`src/pic_cmd_pkg.sv`:
```
// Shared constants for the interrupt command decoder and its host-side driver.
package pic_cmd_pkg;

  // Port addresses on the I/O bus.
  localparam logic [15:0] CTRL_PORT = 16'h0020;
  localparam logic [15:0] DATA_PORT = 16'h0021;

  // Field positions inside the written byte.
  localparam int SEL_INIT_BIT = 4;
  localparam int SEL_OP3_BIT = 3;
  localparam int TRIG_MODE_BIT = 3;
  localparam int SPACING_BIT = 2;
  localparam int AUTO_END_BIT = 1;
  localparam int READ_ISR_BIT = 0;
  localparam int READ_ENA_BIT = 1;
  localparam int CMD_HI = 7;
  localparam int CMD_LO = 5;
  localparam int LVL_HI = 2;
  localparam int BASE_HI = 7;
  localparam int BASE_LO = 3;

  // Command codes of the second operation word.
  localparam logic [2:0] CMD_ROT_AEOI_CLR = 3'h0;
  localparam logic [2:0] CMD_END_NONSPEC = 3'h1;
  localparam logic [2:0] CMD_NO_ACTION = 3'h2;
  localparam logic [2:0] CMD_END_SPEC = 3'h3;
  localparam logic [2:0] CMD_ROT_AEOI_SET = 3'h4;
  localparam logic [2:0] CMD_END_NONSPEC_ROT = 3'h5;
  localparam logic [2:0] CMD_SET_PRIORITY = 3'h6;
  localparam logic [2:0] CMD_END_SPEC_ROT = 3'h7;

  // Reset values and the level given for a spurious acknowledge.
  localparam logic [7:0] MASK_RESET = 8'h00;
  localparam logic [2:0] LOWEST_PRI_RESET = 3'h7;
  localparam logic [2:0] SPURIOUS_LEVEL = 3'h7;
  localparam logic [4:0] BASE_RESET = 5'h00;

  // Number of data-port writes that follow the first initialization word.
  localparam logic [1:0] INIT_FOLLOW_WRITES = 2'h3;

  // Host command kinds.
  localparam logic [1:0] KIND_WRITE = 2'h0;
  localparam logic [1:0] KIND_READ = 2'h1;
  localparam logic [1:0] KIND_ACK = 2'h2;

  typedef enum logic [1:0] {
    INIT_IDLE,
    INIT_WAIT_SECOND,
    INIT_WAIT_THIRD,
    INIT_WAIT_FOURTH
  } init_state_t;

  typedef enum logic [1:0] {
    HOST_IDLE,
    HOST_ISSUED,
    HOST_CAPTURE
  } host_state_t;

endpackage

```
`src/pic_port_if.sv`:
```
`timescale 1ns/1ps
// I/O port connection between the host processor and the interrupt controller.
interface pic_port_if;
  logic io_wr;
  logic io_rd;
  logic int_ack;
  logic [15:0] io_addr;
  logic [7:0] io_wdata;
  logic [7:0] io_rdata;
  logic irq_out;

  modport device (
    input io_wr,
    input io_rd,
    input int_ack,
    input io_addr,
    input io_wdata,
    output io_rdata,
    output irq_out
  );

  modport host (
    output io_wr,
    output io_rd,
    output int_ack,
    output io_addr,
    output io_wdata,
    input io_rdata,
    input irq_out
  );
endinterface

```
`src/pic_device_end.sv`:
```
`timescale 1ns/1ps
// Overview of operation
// - Control write with bit 4 is first init word
// - Init bit 2 selects 8 or 4 byte spacing
// - Control write with bits 4,3 zero is command
// - Codes 000/100 clear/set rotation on automatic end
// - 001 clears top in-service, 101 also rotates, 010 idles
// - 011 clears in-service bit of named level
// - 110 sets priority from named level
// - Three init writes follow on the data port
// - Control write with bits 4,3 = 01 is third word
module pic_device_end
  import pic_cmd_pkg::*;
(
  // Clock and reset.
  input wire logic ref_clk,
  input wire logic rst_n,
  // Host side.
  pic_port_if.device port,
  // Request lines and mode view.
  input wire logic [7:0] irq_lines,
  output logic level_mode,
  output logic spacing_four,
  output logic auto_rotate,
  output logic [5:0] call_offset
);

  init_state_t init_state;
  logic [7:0] req_prev;
  logic [7:0] irr;
  logic [7:0] isr;
  logic [7:0] mask;
  logic [2:0] lowest_pri;
  logic [4:0] vector_base;
  logic auto_end;
  logic read_isr;
  logic [7:0] set_req;
  logic [7:0] next_irr;
  logic [7:0] next_isr;
  logic [2:0] next_lowest;
  logic next_auto_rotate;

  // Scan levels from the lowest priority up to the top; the last hit, nearest the top, wins; returns found flag and level.
  function automatic logic [3:0] pick_top(input logic [7:0] vec, input logic [2:0] top);
    logic [3:0] res;
    logic [2:0] lvl;
    res = 4'h0;
    lvl = 3'h0;
    for (int i = 7; i >= 0; i--) begin
      lvl = top + 3'(i);
      if (vec[lvl]) begin
        res = {1'b1, lvl};
      end
    end
    return res;
  endfunction

  // Port and command decode.
  wire wr_ctrl = port.io_wr && (port.io_addr == CTRL_PORT);
  wire wr_data = port.io_wr && (port.io_addr == DATA_PORT);
  wire is_init1 = wr_ctrl && port.io_wdata[SEL_INIT_BIT];
  wire is_op2 = wr_ctrl && !port.io_wdata[SEL_INIT_BIT] && !port.io_wdata[SEL_OP3_BIT];
  wire is_op3 = wr_ctrl && !port.io_wdata[SEL_INIT_BIT] && port.io_wdata[SEL_OP3_BIT];
  wire [2:0] cmd = port.io_wdata[CMD_HI:CMD_LO];
  wire [2:0] lvl_field = port.io_wdata[LVL_HI:0];

  // Priority resolution; the level after the lowest one is the highest.
  wire [2:0] top_pri = lowest_pri + 3'h1;
  wire [7:0] pending = irr & ~mask;
  wire [3:0] pend_pick = pick_top(pending, top_pri);
  wire [3:0] isr_pick = pick_top(isr, top_pri);
  wire pend_found = pend_pick[3];
  wire isr_found = isr_pick[3];
  wire [2:0] pend_lvl = pend_pick[2:0];
  wire [2:0] isr_lvl = isr_pick[2:0];
  wire [2:0] pend_rank = pend_lvl - top_pri;
  wire [2:0] isr_rank = isr_lvl - top_pri;
  wire next_irq = pend_found && (!isr_found || pend_rank < isr_rank);
  wire ack_hit = port.int_ack && pend_found;
  wire [2:0] ack_lvl = pend_found ? pend_lvl : SPURIOUS_LEVEL;
  wire [5:0] next_offset = spacing_four ? {1'b0, ack_lvl, 2'b00} : {ack_lvl, 3'b000};
  wire [7:0] read_value = (port.io_addr == DATA_PORT) ? mask : (read_isr ? isr : irr);
  wire mask_write = wr_data && (init_state == INIT_IDLE);

  // Request capture per line; a new request wins over a clear in the same cycle.
  genvar g;
  generate
    for (g = 0; g < 8; g++) begin : gen_req
      wire ack_clr = ack_hit && (pend_lvl == 3'(g));
      wire line_gone = level_mode && !irq_lines[g];
      assign set_req[g] = level_mode ? irq_lines[g] : (irq_lines[g] && !req_prev[g]);
      assign next_irr[g] = set_req[g] || (irr[g] && !ack_clr && !line_gone && !is_init1);
    end
  endgenerate

  // In-service, priority and rotation mode updates from acknowledges and commands.
  always_comb begin
    next_isr = isr;
    next_lowest = lowest_pri;
    next_auto_rotate = auto_rotate;
    if (ack_hit) begin
      next_isr[pend_lvl] = 1'b1;
      if (auto_end) begin
        next_isr[pend_lvl] = 1'b0;
        if (auto_rotate) begin
          next_lowest = pend_lvl;
        end
      end
    end
    if (is_op2) begin
      case (cmd)
        CMD_ROT_AEOI_CLR: next_auto_rotate = 1'b0;
        CMD_ROT_AEOI_SET: next_auto_rotate = 1'b1;
        CMD_END_NONSPEC: begin
          if (isr_found) begin
            next_isr[isr_lvl] = 1'b0;
          end
        end
        CMD_END_NONSPEC_ROT: begin
          if (isr_found) begin
            next_isr[isr_lvl] = 1'b0;
            next_lowest = isr_lvl;
          end
        end
        CMD_END_SPEC: next_isr[lvl_field] = 1'b0;
        CMD_END_SPEC_ROT: begin
          next_isr[lvl_field] = 1'b0;
          next_lowest = lvl_field;
        end
        CMD_SET_PRIORITY: next_lowest = lvl_field;
        CMD_NO_ACTION: next_lowest = lowest_pri;
        default: next_lowest = lowest_pri;
      endcase
    end
    if (is_init1) begin
      next_isr = 8'h00;
      next_lowest = LOWEST_PRI_RESET;
    end
  end

  // Interrupt state registers.
  always_ff @(posedge ref_clk or negedge rst_n) begin
    if (!rst_n) begin
      req_prev <= 8'h00;
      irr <= 8'h00;
      isr <= 8'h00;
      lowest_pri <= LOWEST_PRI_RESET;
      auto_rotate <= 1'b0;
      port.irq_out <= 1'b0;
    end else begin
      req_prev <= irq_lines;
      irr <= next_irr;
      isr <= next_isr;
      lowest_pri <= next_lowest;
      auto_rotate <= next_auto_rotate;
      port.irq_out <= next_irq;
    end
  end

  // Initialization sequence; a new first word always restarts it.
  always_ff @(posedge ref_clk or negedge rst_n) begin
    if (!rst_n) begin
      init_state <= INIT_IDLE;
      level_mode <= 1'b0;
      spacing_four <= 1'b0;
      vector_base <= BASE_RESET;
      auto_end <= 1'b0;
    end else if (is_init1) begin
      init_state <= INIT_WAIT_SECOND;
      level_mode <= port.io_wdata[TRIG_MODE_BIT];
      spacing_four <= port.io_wdata[SPACING_BIT];
      auto_end <= 1'b0;
    end else if (wr_data) begin
      case (init_state)
        INIT_WAIT_SECOND: begin
          vector_base <= port.io_wdata[BASE_HI:BASE_LO];
          init_state <= INIT_WAIT_THIRD;
        end
        INIT_WAIT_THIRD: init_state <= INIT_WAIT_FOURTH;
        INIT_WAIT_FOURTH: begin
          auto_end <= port.io_wdata[AUTO_END_BIT];
          init_state <= INIT_IDLE;
        end
        default: init_state <= INIT_IDLE;
      endcase
    end
  end

  // Mask writes and the read selection of the third operation word.
  always_ff @(posedge ref_clk or negedge rst_n) begin
    if (!rst_n) begin
      mask <= MASK_RESET;
      read_isr <= 1'b0;
    end else if (is_init1) begin
      mask <= MASK_RESET;
      read_isr <= 1'b0;
    end else if (mask_write) begin
      mask <= port.io_wdata;
    end else if (is_op3 && port.io_wdata[READ_ENA_BIT]) begin
      read_isr <= port.io_wdata[READ_ISR_BIT];
    end
  end

  // Read data and acknowledge vector; the offset is the call spacing from the base.
  always_ff @(posedge ref_clk or negedge rst_n) begin
    if (!rst_n) begin
      port.io_rdata <= 8'h00;
      call_offset <= 6'h00;
    end else if (port.int_ack) begin
      port.io_rdata <= {vector_base, ack_lvl};
      call_offset <= next_offset;
    end else if (port.io_rd) begin
      port.io_rdata <= read_value;
    end
  end

endmodule

```
`src/flat_wrapper.sv`:
```
// flat-port wrapper written by rule: the top's interface ports become plain ports
module pic_device_end_flat import pic_cmd_pkg::*;
  (ref_clk, rst_n, irq_lines, level_mode, spacing_four, auto_rotate, call_offset, port_io_wr, port_io_rd, port_int_ack, port_io_addr, port_io_wdata, port_io_rdata, port_irq_out);
  pic_port_if port_i ();
  input wire logic ref_clk;
  input wire logic rst_n;
  input wire logic [7:0] irq_lines;
  output logic level_mode;
  output logic spacing_four;
  output logic auto_rotate;
  output logic [5:0] call_offset;
  input wire logic [$bits(port_i.io_wr)-1:0] port_io_wr;
  input wire logic [$bits(port_i.io_rd)-1:0] port_io_rd;
  input wire logic [$bits(port_i.int_ack)-1:0] port_int_ack;
  input wire logic [$bits(port_i.io_addr)-1:0] port_io_addr;
  input wire logic [$bits(port_i.io_wdata)-1:0] port_io_wdata;
  output wire logic [$bits(port_i.io_rdata)-1:0] port_io_rdata;
  output wire logic [$bits(port_i.irq_out)-1:0] port_irq_out;
  assign port_i.io_wr = port_io_wr;
  assign port_i.io_rd = port_io_rd;
  assign port_i.int_ack = port_int_ack;
  assign port_i.io_addr = port_io_addr;
  assign port_i.io_wdata = port_io_wdata;
  assign port_io_rdata = port_i.io_rdata;
  assign port_irq_out = port_i.irq_out;
  pic_device_end u_core (.ref_clk(ref_clk), .rst_n(rst_n), .port(port_i), .irq_lines(irq_lines), .level_mode(level_mode), .spacing_four(spacing_four), .auto_rotate(auto_rotate), .call_offset(call_offset));
endmodule
```
`config.mk`:
```
export PLATFORM = sky130hd
export DESIGN_NAME = pic_device_end_flat
export DESIGN_NICKNAME = d
export VERILOG_FILES = /design/src/pic_cmd_pkg.sv /design/src/pic_port_if.sv /design/src/pic_device_end.sv /design/src/flat_wrapper.sv
export SDC_FILE = /design/constraint.sdc
export NUM_CORES = 1
export LEC_CHECK = 0
export BUFFER_PORTS_ARGS = -buffer_cell sky130_fd_sc_hd__buf_2
export CORE_ASPECT_RATIO = 1.4
export CORE_MARGIN = 8
export CORE_UTILIZATION = 54
export DETAILED_ROUTE_END_ITERATION = 7
export PLACE_DENSITY = 0.74
export SLEW_MARGIN = 30
export SYNTH_ARGS = -nofsm -noshare
export SYNTH_HDL_FRONTEND = slang
export SYNTH_SLANG_ARGS = --single-unit
```
`constraint.sdc`:
```
create_clock -name ref_clk -period 9.75 [get_ports ref_clk]
set_clock_uncertainty 0.05 [all_clocks]
set_input_delay 1.95 -clock ref_clk [delete_from_list [all_inputs] [get_ports ref_clk]]
set_output_delay 1.95 -clock ref_clk [all_outputs]
set_load 0.02 [all_outputs]
```
# --- After elaboration in Yosys (flattened, before gate mapping) ---
# Cells that the tools add are included.
totals:
  output_inout_bits: 18
  elab_cells: 286
  regBits: 62
classes:
  mux: 93
  reduce_logical: 122
  n_lt_le_gt_ge: 15
  bitwise_logic: 10
  eq_ne: 21
  add_sub_neg: 10
ops:
  columns: ["cell", "count"]
  rows:
  - ["2-to-1 mux 8 bit", 11]
  - ["2-to-1 mux 4 bit", 16]
  - ["logical AND 1 bit", 61]
  - ["binary-select mux 1 bit (select 3 bit)", 16]
  - ["< comparator 3 x 4 -> 1 bit (second input constant)", 11]
  - ["zero test 1 bit", 36]
  - ["2-to-1 mux 1 bit", 33]
  - ["AND 8 bit", 4]
  - ["equality test 16 x 6 -> 1 bit (second input constant)", 2]
  - ["NOT 8 bit", 4]
  - ["equality test 3 bit (second input constant)", 8]
  - ["2-to-1 mux 3 bit", 7]
  - ["case mux 8 bit (2 select lines)", 1]
  - ["adder 3 bit (second input constant)", 4]
  - ["equality test 3 x 2 -> 1 bit (second input constant)", 4]
  - ["nonzero test 2 bit", 6]
  - ["demux 1 bit (select 3 bit)", 3]
  - [">= comparator 3 x 1 -> 1 bit (second input constant)", 3]
  - ["logical OR 1 bit", 9]
  - ["case mux 3 bit (3 select lines)", 1]
  - ["OR 8 bit", 1]
  - ["adder 3 x 1 -> 3 bit (second input constant)", 2]
  - ["adder 3 x 2 -> 3 bit (second input constant)", 2]
  - ["equality test 3 x 1 -> 1 bit (second input constant)", 2]
  - ["16 further kinds", 24]

# --- Depth between registers and ports, before layout ---
# Gate-level depths: netlist of the first run.
logic_depth:
  depth_word: 25
  ltp_mapped: 21
  ltp_nobuf: 16

# --- Worst setup path before layout of the first run ---
# Ideal clock, no wire load.
synth_path:
  path_kind: "reg-to-reg"
  startpoint: "register u_core.lowest_pri[0]"
  endpoint: "register u_core.port.irq_out"
  t_arrival_ns: 4.503
  setup_ns: 0.077
  period_less_slack_ns: 4.630
  path_slack_ns: 5.120
  path_stages_with_launch: 19
  cell_sequence: "dfstp_2 -> inv_1 -> buf_2 -> ha_1 -> buf_2 -> buf_6 -> mux4_2 -> mux2_2 -> a311oi_2 -> mux2i_1 -> buf_6 -> inv_1 -> ha_1 -> inv_1 -> fa_1 -> ha_1 -> a21o_1 -> a21o_1 -> a21oi_1"
synth_via:
  elab_chain_len: 16
  elab_cells_between_ends: 62
  classes_between: "add/sub: 10; order compare: 1; mux: 48; reduce/logical: 3"
synth_lines:
  columns: ["element", "line_no", "text"]
  rows:
  - ["from (decl)", "pic_device_end.sv:33", "logic [2:0] lowest_pri;"]
  - ["from (signal assigned)", "pic_device_end.sv:154", "lowest_pri <= next_lowest;"]
  - ["adder 3 x 1 -> 3 bit *", "pic_device_end.sv:68", "wire [2:0] top_pri = lowest_pri + 3'h1;"]
  - ["adder 3 bit", "pic_device_end.sv:50", "lvl = top + 3'(i);"]
  - ["binary-select mux 1 bit (select 3 bit)", "pic_device_end.sv:51", "if (vec[lvl]) begin"]
  - ["2-to-1 mux 1 bit (not written as such)", "pic_device_end.sv:51", null]
  - ["2-to-1 mux 4 bit (8 in series)", "pic_device_end.sv:51", null]
  - ["subtractor 3 bit, on equally long branches", "pic_device_end.sv:76, pic_device_end.sv:77", null]
  - ["< comparator 3 bit", "pic_device_end.sv:78", "wire next_irq = pend_found && (!isr_found || pend_rank < isr_rank);"]
  - ["logical OR 1 bit", "pic_device_end.sv:78", null]
  - ["logical AND 1 bit *", "pic_device_end.sv:78", null]
  - ["via u_core.next_irq", "pic_device_end.sv:78", null]
  - ["to (signal assigned)", "pic_device_end.sv:156", "port.irq_out <= next_irq;"]
  - ["to (decl)", "pic_port_if.sv:19", "output irq_out"]
# Mark *: on every way through the listed nets, which the timed path passes. The rest lies on a longest branch. The select of a mux whose other input is x is not followed.
# A chain may end at the register's enable or synchronous reset.

# --- Worst setup path after layout of the first run ---
# Same ends and word-level chain as after synthesis.

==> flow_metrics.py, run 1 <==
metrics = {
    "route": {
        "drtIter0Drc": 374,
        "firstDrtPassIters": 5,
        "routed_wl_mm": 15.49,
        "vias": 4864,
        "viasPerCell": 6.737,
        "drc_errors": 0,
        "wl_per_cell_um": 21.45,
        "ant_nets": 0,
    },
    "synth": {
        "yosys_warnings": 0,
        "ys_types": 79,
        "syn-cell-area_um2": 5180,
        "synth_top_area_share_pct": 27.54,
        "synth_seq_cells": 60,
        "synth_ff_type": "dfrtp_1",
        "synthArstFlopShare_pct": 100.0,
        "yosysTopAreaCell": "dfrtp_1",
        "synth.top_cells.by_area": "dfrtp_1, mux4_2, mux2i_1",
        "syn_inst": 575,
        "syn_avg_cell_area_um2": 9.009,
        "synth_edf_count": 0,
        "seq_area_frac_synth_pct": 29.06,
    },
    "final_layout": {
        "fin_area_um2": 5724,
        "synthToLayoutAreaGrowth_pct": 10.51,
        "final_util_pct": 60.85,
        "n_antenna_cell": 0,
        "final_layout_size_suffix_gt1_share_pct": 20.75,
        "fill_cells": 807,
        "nets": 656,
    },
    "timing": {
        "period_needed_ns": 6.935,
        "slew_headroom_pct": 38.00,
        "timing.hold.ws_ns": 0.4388,
        "fmax_mhz": 144.2,
        "rsz0062_at_grt": "no",
        "tightestPinTransition_ns": 0.9042,
        "hold_viol": 0,
        "fin_crit_sh_pct": 71.13,
        "setup_viol": 0,
        "slew_viol_final": 0,
        "setup_tns_ns": 0,
    },
    "min_path": {
        "hold_start": "u_core.vector_base[0]$_DFFE_PN0P_",
        "min_path_type": "reg2reg",
        "min_to": "u_core.port.io_rdata[3]$_DFFE_PN0P_",
        "hold_depth": 2,
    },
    "clock_network": {
        "cts_buffer_depth": 2,
        "ctsHoldBuffers": 0,
        "ctsResizeCount": 0,
        "cts.sinks": 60,
        "clock-root-buffer": "clkbuf_16",
        "postCtsSetupBuffers": 0,
        "cts_tree": "yes",
        "worstSkewPairLatency_ns": 0.34,
        "htree_levels": 3,
        "numCtsBuffers": 9,
        "cts.clk_slew.worst_paths_ns": 0.05,
    },
    "setup_path": {
        "reg2reg_depth": 17,
        "cpMaxStageDelayCell": "dfstp_2",
        "end_kind": "register",
        "critical_path_class": "reg2reg",
        "r2r_setup_slack_ns": 2.82,
        "r2r_end": "u_core.port.irq_out$_DFF_PN0_",
        "cp_max_fo": 41,
        "critPathArrivalTime_ns": 7.14,
        "crit_start": "u_core.lowest_pri[0]$_DFFE_PN1P_",
        "path_cells": "inv_1 > ha_1 > buf_4 > inv_2 > mux4_2 > nand2_1 > a21o_1 > a311oi_2 > mux2i_1 > inv_1 > ha_1 > inv_1 > fa_1 > ha_1 > a21o_1 > a21o_1 > a21oi_1",
        "r2r_start": "u_core.lowest_pri[0]$_DFFE_PN1P_",
        "crit_path_start_kind": "register",
        "crit_required_ns": 9.96,
        "slowest_delay_ns": 1.11,
    },
    "global_routing": {
        "grt_max_degree": 61,
        "grt_pass1_vias": 4918,
        "globalRouteOverflowTotal": 0,
        "track_usage_pct": 23.93,
        "antenna_found_initial": 0,
        "grt_pass1_wl_mm": 25.18,
    },
    "placed_design": {
        "place_area_um2": 5404,
        "portBuffers": 52,
        "place_congestion": 0.9250,
        "hpwl_mm": 11.44,
    },
    "die": {
        "start_util_pct": 55.07,
        "io_pins": 55,
        "rows": 42,
        "die_w_um": 98.78,
        "core-area_um2": 9407,
        "die_h_um": 131.9,
        "dieArea_um2": 13030,
    },
    "pwr": {
        "vdd_drop_max_mv": 0.1559,
        "leakagePower_nw": 2.447,
        "p_per_area_nw_per_um2": 178.3,
        "power_mw": 1.021,
    },
    "run_status": {
        "status": "complete, no violations",
    },
    "job": {
        "maxCapViolCount": 0,
    },
}
==> through the flow <==
stage	instances	worst slack, ns
2_1_floorplan	576	5.120
3_3_place_gp	706	3.171
6_report	722	2.815
5_1_grt	722	2.307
4_1_cts	722	2.918
3_5_place_dp	706	2.931
==> power breakdown <==
part,switching [mW],total (mW),internal (mW)
Sequential,0.0439,0.324,0.280
Clock,0.121,0.320,0.199
Combinational,0.222,0.376,0.154
==> worst max-delay path, delay by kind of cell (launching register included) <==
family | cells | cell delay, ns
flip-flops | 1 | 1.11
AO/OA/AOI/OAI | 5 | 1.12
AND/OR/NAND/NOR | 1 | 0.13
buffers and inverters | 5 | 1.46
multiplexers | 2 | 1.32
adder cells (fa/ha/maj) | 4 | 1.66
==> kinds of logic (layout without fill, tap and decap cells) <==
kind of cell / after synthesis / after routing / share of synthesized area, %
fa+ha+maj: 12 / 12 / 3.188
other cells: 1 / 2 / 0.07239
simple gates: 220 / 220 / 22.10
flops: 60 / 60 / 29.06
xor+xnor: 9 / 9 / 2.367
compound gates: 144 / 144 / 18.58
mux: 72 / 72 / 19.11
buf+inv: 57 / 93 / 5.531
==> cells in the final DEF (no fill, tap or decap), drive strengths merged, types with 3 or more instances in the layout <==
cell | Yosys | routed
a2111oi | 6 | 6
a211oi | 10 | 10
a21o | 6 | 6
a21oi | 24 | 24
a31oi | 7 | 7
a32o | 5 | 5
and2 | 4 | 4
and3 | 3 | 3
buf | 19 | 56
clkbuf | 17 | 9
clkinvlp | 0 | 3
dfrtp | 57 | 57
dfstp | 3 | 3
ha | 10 | 10
inv | 20 | 22
mux2 | 15 | 15
mux2i | 37 | 37
mux4 | 20 | 20
nand2 | 79 | 79
nand2b | 18 | 18
nand3 | 14 | 14
nand3b | 4 | 4
nand4 | 6 | 6
nor2 | 31 | 31
nor2b | 12 | 12
nor3 | 16 | 16
nor3b | 4 | 4
nor4 | 7 | 7
nor4b | 4 | 4
o211ai | 3 | 3
o21ai | 48 | 48
o221ai | 4 | 4
o22ai | 9 | 9
o31ai | 3 | 3
or2 | 4 | 4
or3 | 4 | 4
xnor2 | 5 | 5
==> cells in the mapped netlist (all sizes together) (5+ instances only) <==
cell type and instances:
o21ai 48, dfrtp 57, xnor2 5, mux4 20, nor4 7, nor3 16, a31oi 7, nand2 79
nand4 6, a32o 5, buf 19, nor2b 12, clkbuf 17, a21oi 24, a21o 6, nor2 31
inv 20, nand2b 18, mux2 15, nand3 14, a211oi 10, o22ai 9, mux2i 37, ha 10
a2111oi 6
==> sequential cells by signal (all words and copies together), names as in the netlist, 2 cells and up <==
| name | flops |
|---|---|
| u_core.irr | 8 |
| u_core.isr | 8 |
| u_core.mask | 8 |
| u_core.port.io_rdata | 8 |
| u_core.req_prev | 8 |
| u_core.vector_base | 5 |
| u_core.call_offset | 4 |
| u_core.lowest_pri | 3 |
| u_core.init_state | 2 |
==> layer usage <==
metal | global-route usage, % | part of all wire, % | wire length [um] | up-vias
met4 | 10.54 | 3.2 | 489 | 0
met2 | 41.37 | 51 | 7932 | 251
met5 | 0 | 0 | 0 | -
met1 | 28.10 | 39 | 6093 | 2366
met3 | 4.070 | 6.3 | 972 | 41
li1 | - | - | - | 2206
==> worst max-delay path by stage <==
stage | depth (start not counted) | to | slack (ns)
2_1_floorplan | 18 | u_core.port.irq_out$_DFF_PN0_ | 5.12
6_report | 17 | u_core.port.irq_out$_DFF_PN0_ | 2.82
3_3_place_gp | 17 | u_core.port.irq_out$_DFF_PN0_ | 3.17
3_5_place_dp | 17 | u_core.port.irq_out$_DFF_PN0_ | 2.93
5_1_grt | 17 | u_core.port.irq_out$_DFF_PN0_ | 2.31
4_1_cts | 17 | u_core.port.irq_out$_DFF_PN0_ | 2.92
==> final cells by class <==
cell class,instances,area (um2),share of cell area [%]
Tap cell,110,137.6,2.404
Sequential cell,60,1505,26.30
Multi-Input combinational cell,459,3412,59.61
Inverter,21,78.83,1.377
Timing Repair Buffer,56,290.3,5.071
Clock buffer,9,225.2,3.934
Clock inverter,7,75.07,1.311
No activity file was read; power rests on OpenSTA's default activity.
==> inputs of run 2 (changes only) <==
- PLACE_DENSITY: 0.74 -> 0.77
- clock period: 9.75 -> 6.3 ns (I/O delays scaled with it)
==> run 2 against run 1 <==
  * Routed wire length down 0.98%
  * Fmax is 43% higher
  * Combinational power increased by 57%
==> flow_metrics.py, run 2 (synthesized netlist as in run 1, its figures left out) <==
metrics = {
    "setup_path": {
        "critPathArrivalTime_ns": 5.04,
        "slowest_delay_ns": 0.64,
        "path_buf_inv": 4,
        "cp_max_fo": 40,
        "cp_num_cells": 15,
        "path_cells": "inv_1 > ha_1 > buf_12 > mux4_2 > mux2i_1 > o21ai_0 > a2111oi_0 > a2111oi_2 > buf_4 > fa_1 > inv_1 > ha_1 > a21o_1 > a21o_1 > a21oi_1",
        "r2r_setup_slack_ns": 1.46,
        "crit_path_start_kind": "register",
        "crit_required_ns": 6.50,
        "crit_family": "compound AO/OA/AOI/OAI gates",
        "end_kind": "register",
        "cpMaxStageDelayCell": "a2111oi_0",
        "critical_path_class": "reg2reg",
        "reg2reg_depth": 15,
    },
    "global_routing": {
        "grt_pass1_vias": 4904,
        "grt_max_degree": 61,
        "globalRouteOverflowTotal": 0,
        "antenna_found_initial": 0,
        "track_usage_pct": 23.44,
        "grt_pass1_wl_mm": 24.73,
    },
    "final_layout": {
        "nets": 662,
        "final_layout_size_suffix_gt1_share_pct": 21.04,
        "layout_commonest_cell": "nand2_1",
        "synthToLayoutAreaGrowth_pct": 11.81,
        "final_cell_mix": "nand2_1, dfrtp_1, buf_2",
        "fin_area_um2": 5792,
        "n_antenna_cell": 0,
        "fill_cells": 764,
    },
    "placed_design": {
        "place_congestion": 0.9372,
        "hpwl_mm": 11.57,
        "place_area_um2": 5461,
        "portBuffers": 52,
    },
    "die": {
        "dieArea_um2": 13030,
        "core-area_um2": 9407,
        "rows": 42,
        "die_h_um": 131.9,
        "start_util_pct": 55.07,
        "die_w_um": 98.78,
        "io_pins": 55,
    },
    "clock_network": {
        "clock-root-buffer": "clkbuf_16",
        "ctsHoldBuffers": 0,
        "ctsResizeCount": 0,
        "cts_buffer_depth": 2,
        "postCtsSetupBuffers": 0,
        "numCtsBuffers": 9,
        "worstSkewPairLatency_ns": 0.33,
        "htree_levels": 3,
        "cts.sinks": 60,
        "cts.clk_slew.worst_paths_ns": 0.05,
        "cts_tree": "yes",
    },
    "timing": {
        "setup_tns_ns": 0,
        "hold_viol": 0,
        "fmax_mhz": 206.5,
        "setup_viol": 0,
        "tightestPinTransition_ns": 0.8383,
        "fin_crit_sh_pct": 76.86,
        "period_needed_ns": 4.842,
        "slew_headroom_pct": 44.11,
        "rsz0062_at_grt": "no",
        "slew_viol_final": 0,
    },
    "route": {
        "wl_per_cell_um": 21.07,
        "ant_nets": 0,
        "viasPerCell": 6.735,
        "vias": 4903,
        "firstDrtPassIters": 5,
        "drtIter0Drc": 360,
        "routed_wl_mm": 15.34,
        "drc_errors": 0,
    },
    "pwr": {
        "p_per_area_nw_per_um2": 273.5,
        "vdd_drop_max_mv": 0.2240,
        "power_mw": 1.584,
        "leakagePower_nw": 2.489,
    },
    "min_path": {
        "hold_depth": 2,
        "min_path_type": "reg2reg",
    },
    "run_status": {
        "status": "complete, no violations",
    },
    "job": {
        "maxCapViolCount": 0,
    },
}
-- run 2: cell count changes in the layout (fill, tap and decap cells not counted), sizes merged --
cell,before,now
buf,56,62
clkinv,2,1
inv,22,20
clkbuf,9,13
clkinvlp,3,2
-- run 2: path summary, 6_finish.rpt --
path                                                   start                                   to
hold reg to reg            u_core.vector_base[1]$_DFFE_PN0P_  u_core.port.io_rdata[4]$_DFFE_PN0P_
setup / recovery            u_core.lowest_pri[0]$_DFFE_PN1P_        u_core.port.irq_out$_DFF_PN0_
hold / removal             u_core.vector_base[1]$_DFFE_PN0P_  u_core.port.io_rdata[4]$_DFFE_PN0P_
max in group asynchronous                              rst_n       u_core.auto_rotate$_DFFE_PN0P_
setup reg to reg            u_core.lowest_pri[0]$_DFFE_PN1P_        u_core.port.irq_out$_DFF_PN0_
min in group asynchronous                              rst_n    u_core.call_offset[2]$_DFFE_PN0P_
-- run 2: area by class of cell --
type | instances | area [um2] | area share [%]
Clock buffer | 13 | 260.3 | 4.493
Tap cell | 110 | 137.6 | 2.376
Sequential cell | 60 | 1505 | 25.99
Timing Repair Buffer | 62 | 347.8 | 6.006
Clock inverter | 3 | 45.04 | 0.7777
Multi-Input combinational cell | 459 | 3417 | 59.00
Inverter | 21 | 78.83 | 1.361
-- run 2: worst min-delay path: cells and delay by family (launching register included) --
| kind | cells | cell delay [ns] |
|---|---|---|
| and+or+nand+nor | 1 | 0.05 |
| AOI/OAI and AO/OA | 1 | 0.06 |
| DFF | 1 | 0.34 |
-- run 2: where the power goes --
part / internal [mW] / leakage (nW) / switching (mW)
clock: 0.328 / 0.142 / 0.173
sequential: 0.434 / 0.724 / 0.0610
combinational: 0.243 / 1.62 / 0.346
total: 1.00 / 2.49 / 0.579
-- run 2: metrics by stage --
stage / std cells / hold slack, ns / util (%) / setup slack [ns]
3_5_place_dp: 712 / 0.4199 / 58.06 / 1.547
4_1_cts: 728 / 0.4288 / 61.31 / 1.492
6_report: 728 / 0.4300 / 61.57 / 1.458
2_1_floorplan: 576 / 0.3976 / - / 1.670
3_3_place_gp: 712 / 0.4082 / 58.06 / 1.618
5_1_grt: 728 / 0.4619 / 61.57 / 1.216
-- run 2: per-layer routing --
layer | vias to the layer above | track usage, % | share of wire, %
met2 | 262 | 40.77 | 51
met1 | 2374 | 26.58 | 38
met3 | 52 | 3.647 | 6.9
li1 | 2215 | - | -
met4 | 0 | 12.85 | 4.0
met5 | - | 0 | 0
==> inputs of run 3 (changes only) <==
- PLACE_DENSITY: 0.77 -> 0.74
- clock period: 6.3 -> 4.5 ns (I/O delays scaled with it)
==> run 3 against run 2 <==
  * Register-to-register slack worse by 1.2 ns
  * Critical path depth did not move
  * Final area rose by 2.5%
  * Utilization rose by 1.5 points
  * Global-route usage up 1.7 points
  * First-iteration DRC count down 15%
  * Non-clock buffer count rose by 18
  * Sequential share of layout area is 0.63 points lower
  * Largest power group unchanged
==> flow_metrics.py, run 3 (synthesized netlist as in run 1, its figures left out) <==
metrics = {
    "die": {
        "dieArea_um2": 13030,
        "io_pins": 55,
        "die_h_um": 131.9,
        "core-area_um2": 9407,
        "rows": 42,
        "start_util_pct": 55.07,
        "die_w_um": 98.78,
    },
    "final_layout": {
        "nets": 680,
        "n_antenna_cell": 0,
        "final_util_pct": 63.10,
        "layout_commonest_cell": "nand2_1",
        "seqCellArea_um2": 1505,
        "fill_cells": 792,
        "final_cells": 746,
        "final_cell_mix": "nand2_1, dfrtp_1, buf_2",
        "multi_input_area_um2": 3441,
        "final_layout_size_suffix_gt1_share_pct": 24.37,
        "synthToLayoutAreaGrowth_pct": 14.59,
    },
    "global_routing": {
        "globalRouteOverflowTotal": 0,
        "antenna_found_initial": 0,
        "track_usage_pct": 25.15,
        "grt_pass1_vias": 5126,
        "grt_pass1_wl_mm": 26.14,
        "grt_max_degree": 41,
    },
    "pwr": {
        "pwr-share-clk_pct": 30.6,
        "vdd_drop_max_mv": 0.3395,
        "p_switching_uw": 852.0,
        "internal-power_mw": 1.402,
        "p_seq_share_pct": 31.3,
        "leakagePower_nw": 2.562,
        "combPwrFrac_pct": 38.1,
        "p_per_area_nw_per_um2": 379.7,
        "p_sw_share_pct": 37.80,
    },
    "clock_network": {
        "cts.sinks": 60,
        "htree_levels": 3,
        "cts.clk_slew.worst_paths_ns": 0.06,
        "postCtsSetupBuffers": 0,
        "worstSkewPairLatency_ns": 0.34,
        "numCtsBuffers": 9,
        "cts_tree": "yes",
        "cts_buffer_depth": 2,
        "clock-root-buffer": "clkbuf_16",
    },
    "route": {
        "wl_per_cell_um": 21.55,
        "routed_wl_mm": 16.07,
        "firstDrtPassIters": 5,
        "drc_errors": 0,
        "viasPerCell": 6.694,
        "ant_nets": 0,
        "drtIter0Drc": 307,
        "vias": 4994,
    },
    "job": {
        "maxCapViolCount": 0,
    },
    "timing": {
        "setup_ws_ns": 0.2397,
        "timing.hold.ws_ns": 0.4516,
        "fmax_mhz": 234.7,
        "rsz0062_at_grt": "no",
        "tightestPinTransition_ns": 0.6380,
        "fin_crit_sh_pct": 94.67,
        "period_needed_ns": 4.260,
        "slew_viol_final": 0,
        "setup_viol": 0,
        "slew_headroom_pct": 56.37,
        "hold_viol": 0,
        "setup_tns_ns": 0,
    },
    "setup_path": {
        "end_kind": "register",
        "reg2reg_depth": 15,
        "cp_max_fo": 6,
        "r2r_start": "u_core.lowest_pri[1]$_DFFE_PN1P_",
        "crit_path_start_kind": "register",
        "crit_start": "u_core.lowest_pri[1]$_DFFE_PN1P_",
        "crit_required_ns": 4.71,
        "critical_path_class": "reg2reg",
        "critPathArrivalTime_ns": 4.47,
    },
    "placed_design": {
        "pre_cts_ws_ns": 0.1230,
        "portBuffers": 52,
        "place_congestion": 0.9837,
        "hpwl_mm": 12.33,
        "dp_cells": 730,
    },
    "min_path": {
        "hold_depth": 2,
        "min_path_type": "reg2reg",
        "hold_start": "u_core.vector_base[0]$_DFFE_PN0P_",
    },
    "run_status": {
        "status": "complete, no violations",
    },
}
run 3: cell types whose count changed in the layout (fill, tap and decap cells not counted), sizes merged:
| cell | previous run | this run |
|---|---|---|
| buf | 62 | 80 |
| clkbuf | 13 | 9 |
| inv | 20 | 22 |
| clkinv | 1 | 2 |
| clkinvlp | 2 | 3 |
run 3: final cells by class:
type / count / area share [%]
Clock buffer: 9 / 3.794
Sequential cell: 60 / 25.36
Timing Repair Buffer: 80 / 7.968
Multi-Input combinational cell: 459 / 57.97
Tap cell: 110 / 2.319
Inverter: 21 / 1.328
Clock inverter: 7 / 1.265
run 3: worst paths after layout:
path	endpoint	slack (ns)
worst max-delay path	u_core.port.irq_out$_DFF_PN0_	0.24
worst min-delay path	u_core.port.io_rdata[3]$_DFFE_PN0P_	0.45
worst max register to register	u_core.port.irq_out$_DFF_PN0_	0.24
worst min register to register	u_core.port.io_rdata[3]$_DFFE_PN0P_	0.45
max in group asynchronous	u_core.lowest_pri[1]$_DFFE_PN1P_	3.18
min in group asynchronous	u_core.call_offset[2]$_DFFE_PN0P_	0.49
run 3: layer usage:
metal	vias up	share of wire [%]	global-route usage (%)
met5	-	0	0
met4	0	4.8	14.57
met3	57	4.5	3.753
met2	213	53	44.84
met1	2473	38	27.38
li1	2251	-	-
run 3: power groups by stage:
stage | sequential (mW) | combinational, mW | clock, mW
after floorplan | 0.685 | 0.585 | 0
after global placement | 0.705 | 0.819 | 0
after detailed placement | 0.710 | 0.838 | 0
after CTS | 0.701 | 0.845 | 0.695
after global routing | 0.710 | 0.936 | 0.714
final | 0.706 | 0.858 | 0.690
run 3: worst max-delay path, stage by stage, from the launching register on:
cell and delay (ns):
dfstp_2 0.58, ha_1 0.33, buf_4 0.23, xor2_2 0.29, mux4_2 0.54, o221ai_1 0.26
a311oi_2 0.19, mux2i_1 0.23, inv_1 0.07, ha_1 0.17, inv_1 0.07, fa_1 0.41
ha_1 0.30, a21o_1 0.16, a21o_1 0.17, a21oi_1 0.13
run 3: through the flow:
step | area (um2) | total power, mW
finish | 5936 | 2.254
global route | 5936 | 2.359
CTS | 5901 | 2.242
detailed placement | 5600 | 1.548
global placement | 5600 | 1.524
floorplan | 5209 | 1.270
run 3: what timing repair did:
item | CTS | global route
resized for setup | 0 | 7
hold buffers | 0 | 0
setup endpoints to repair | 0 | 1
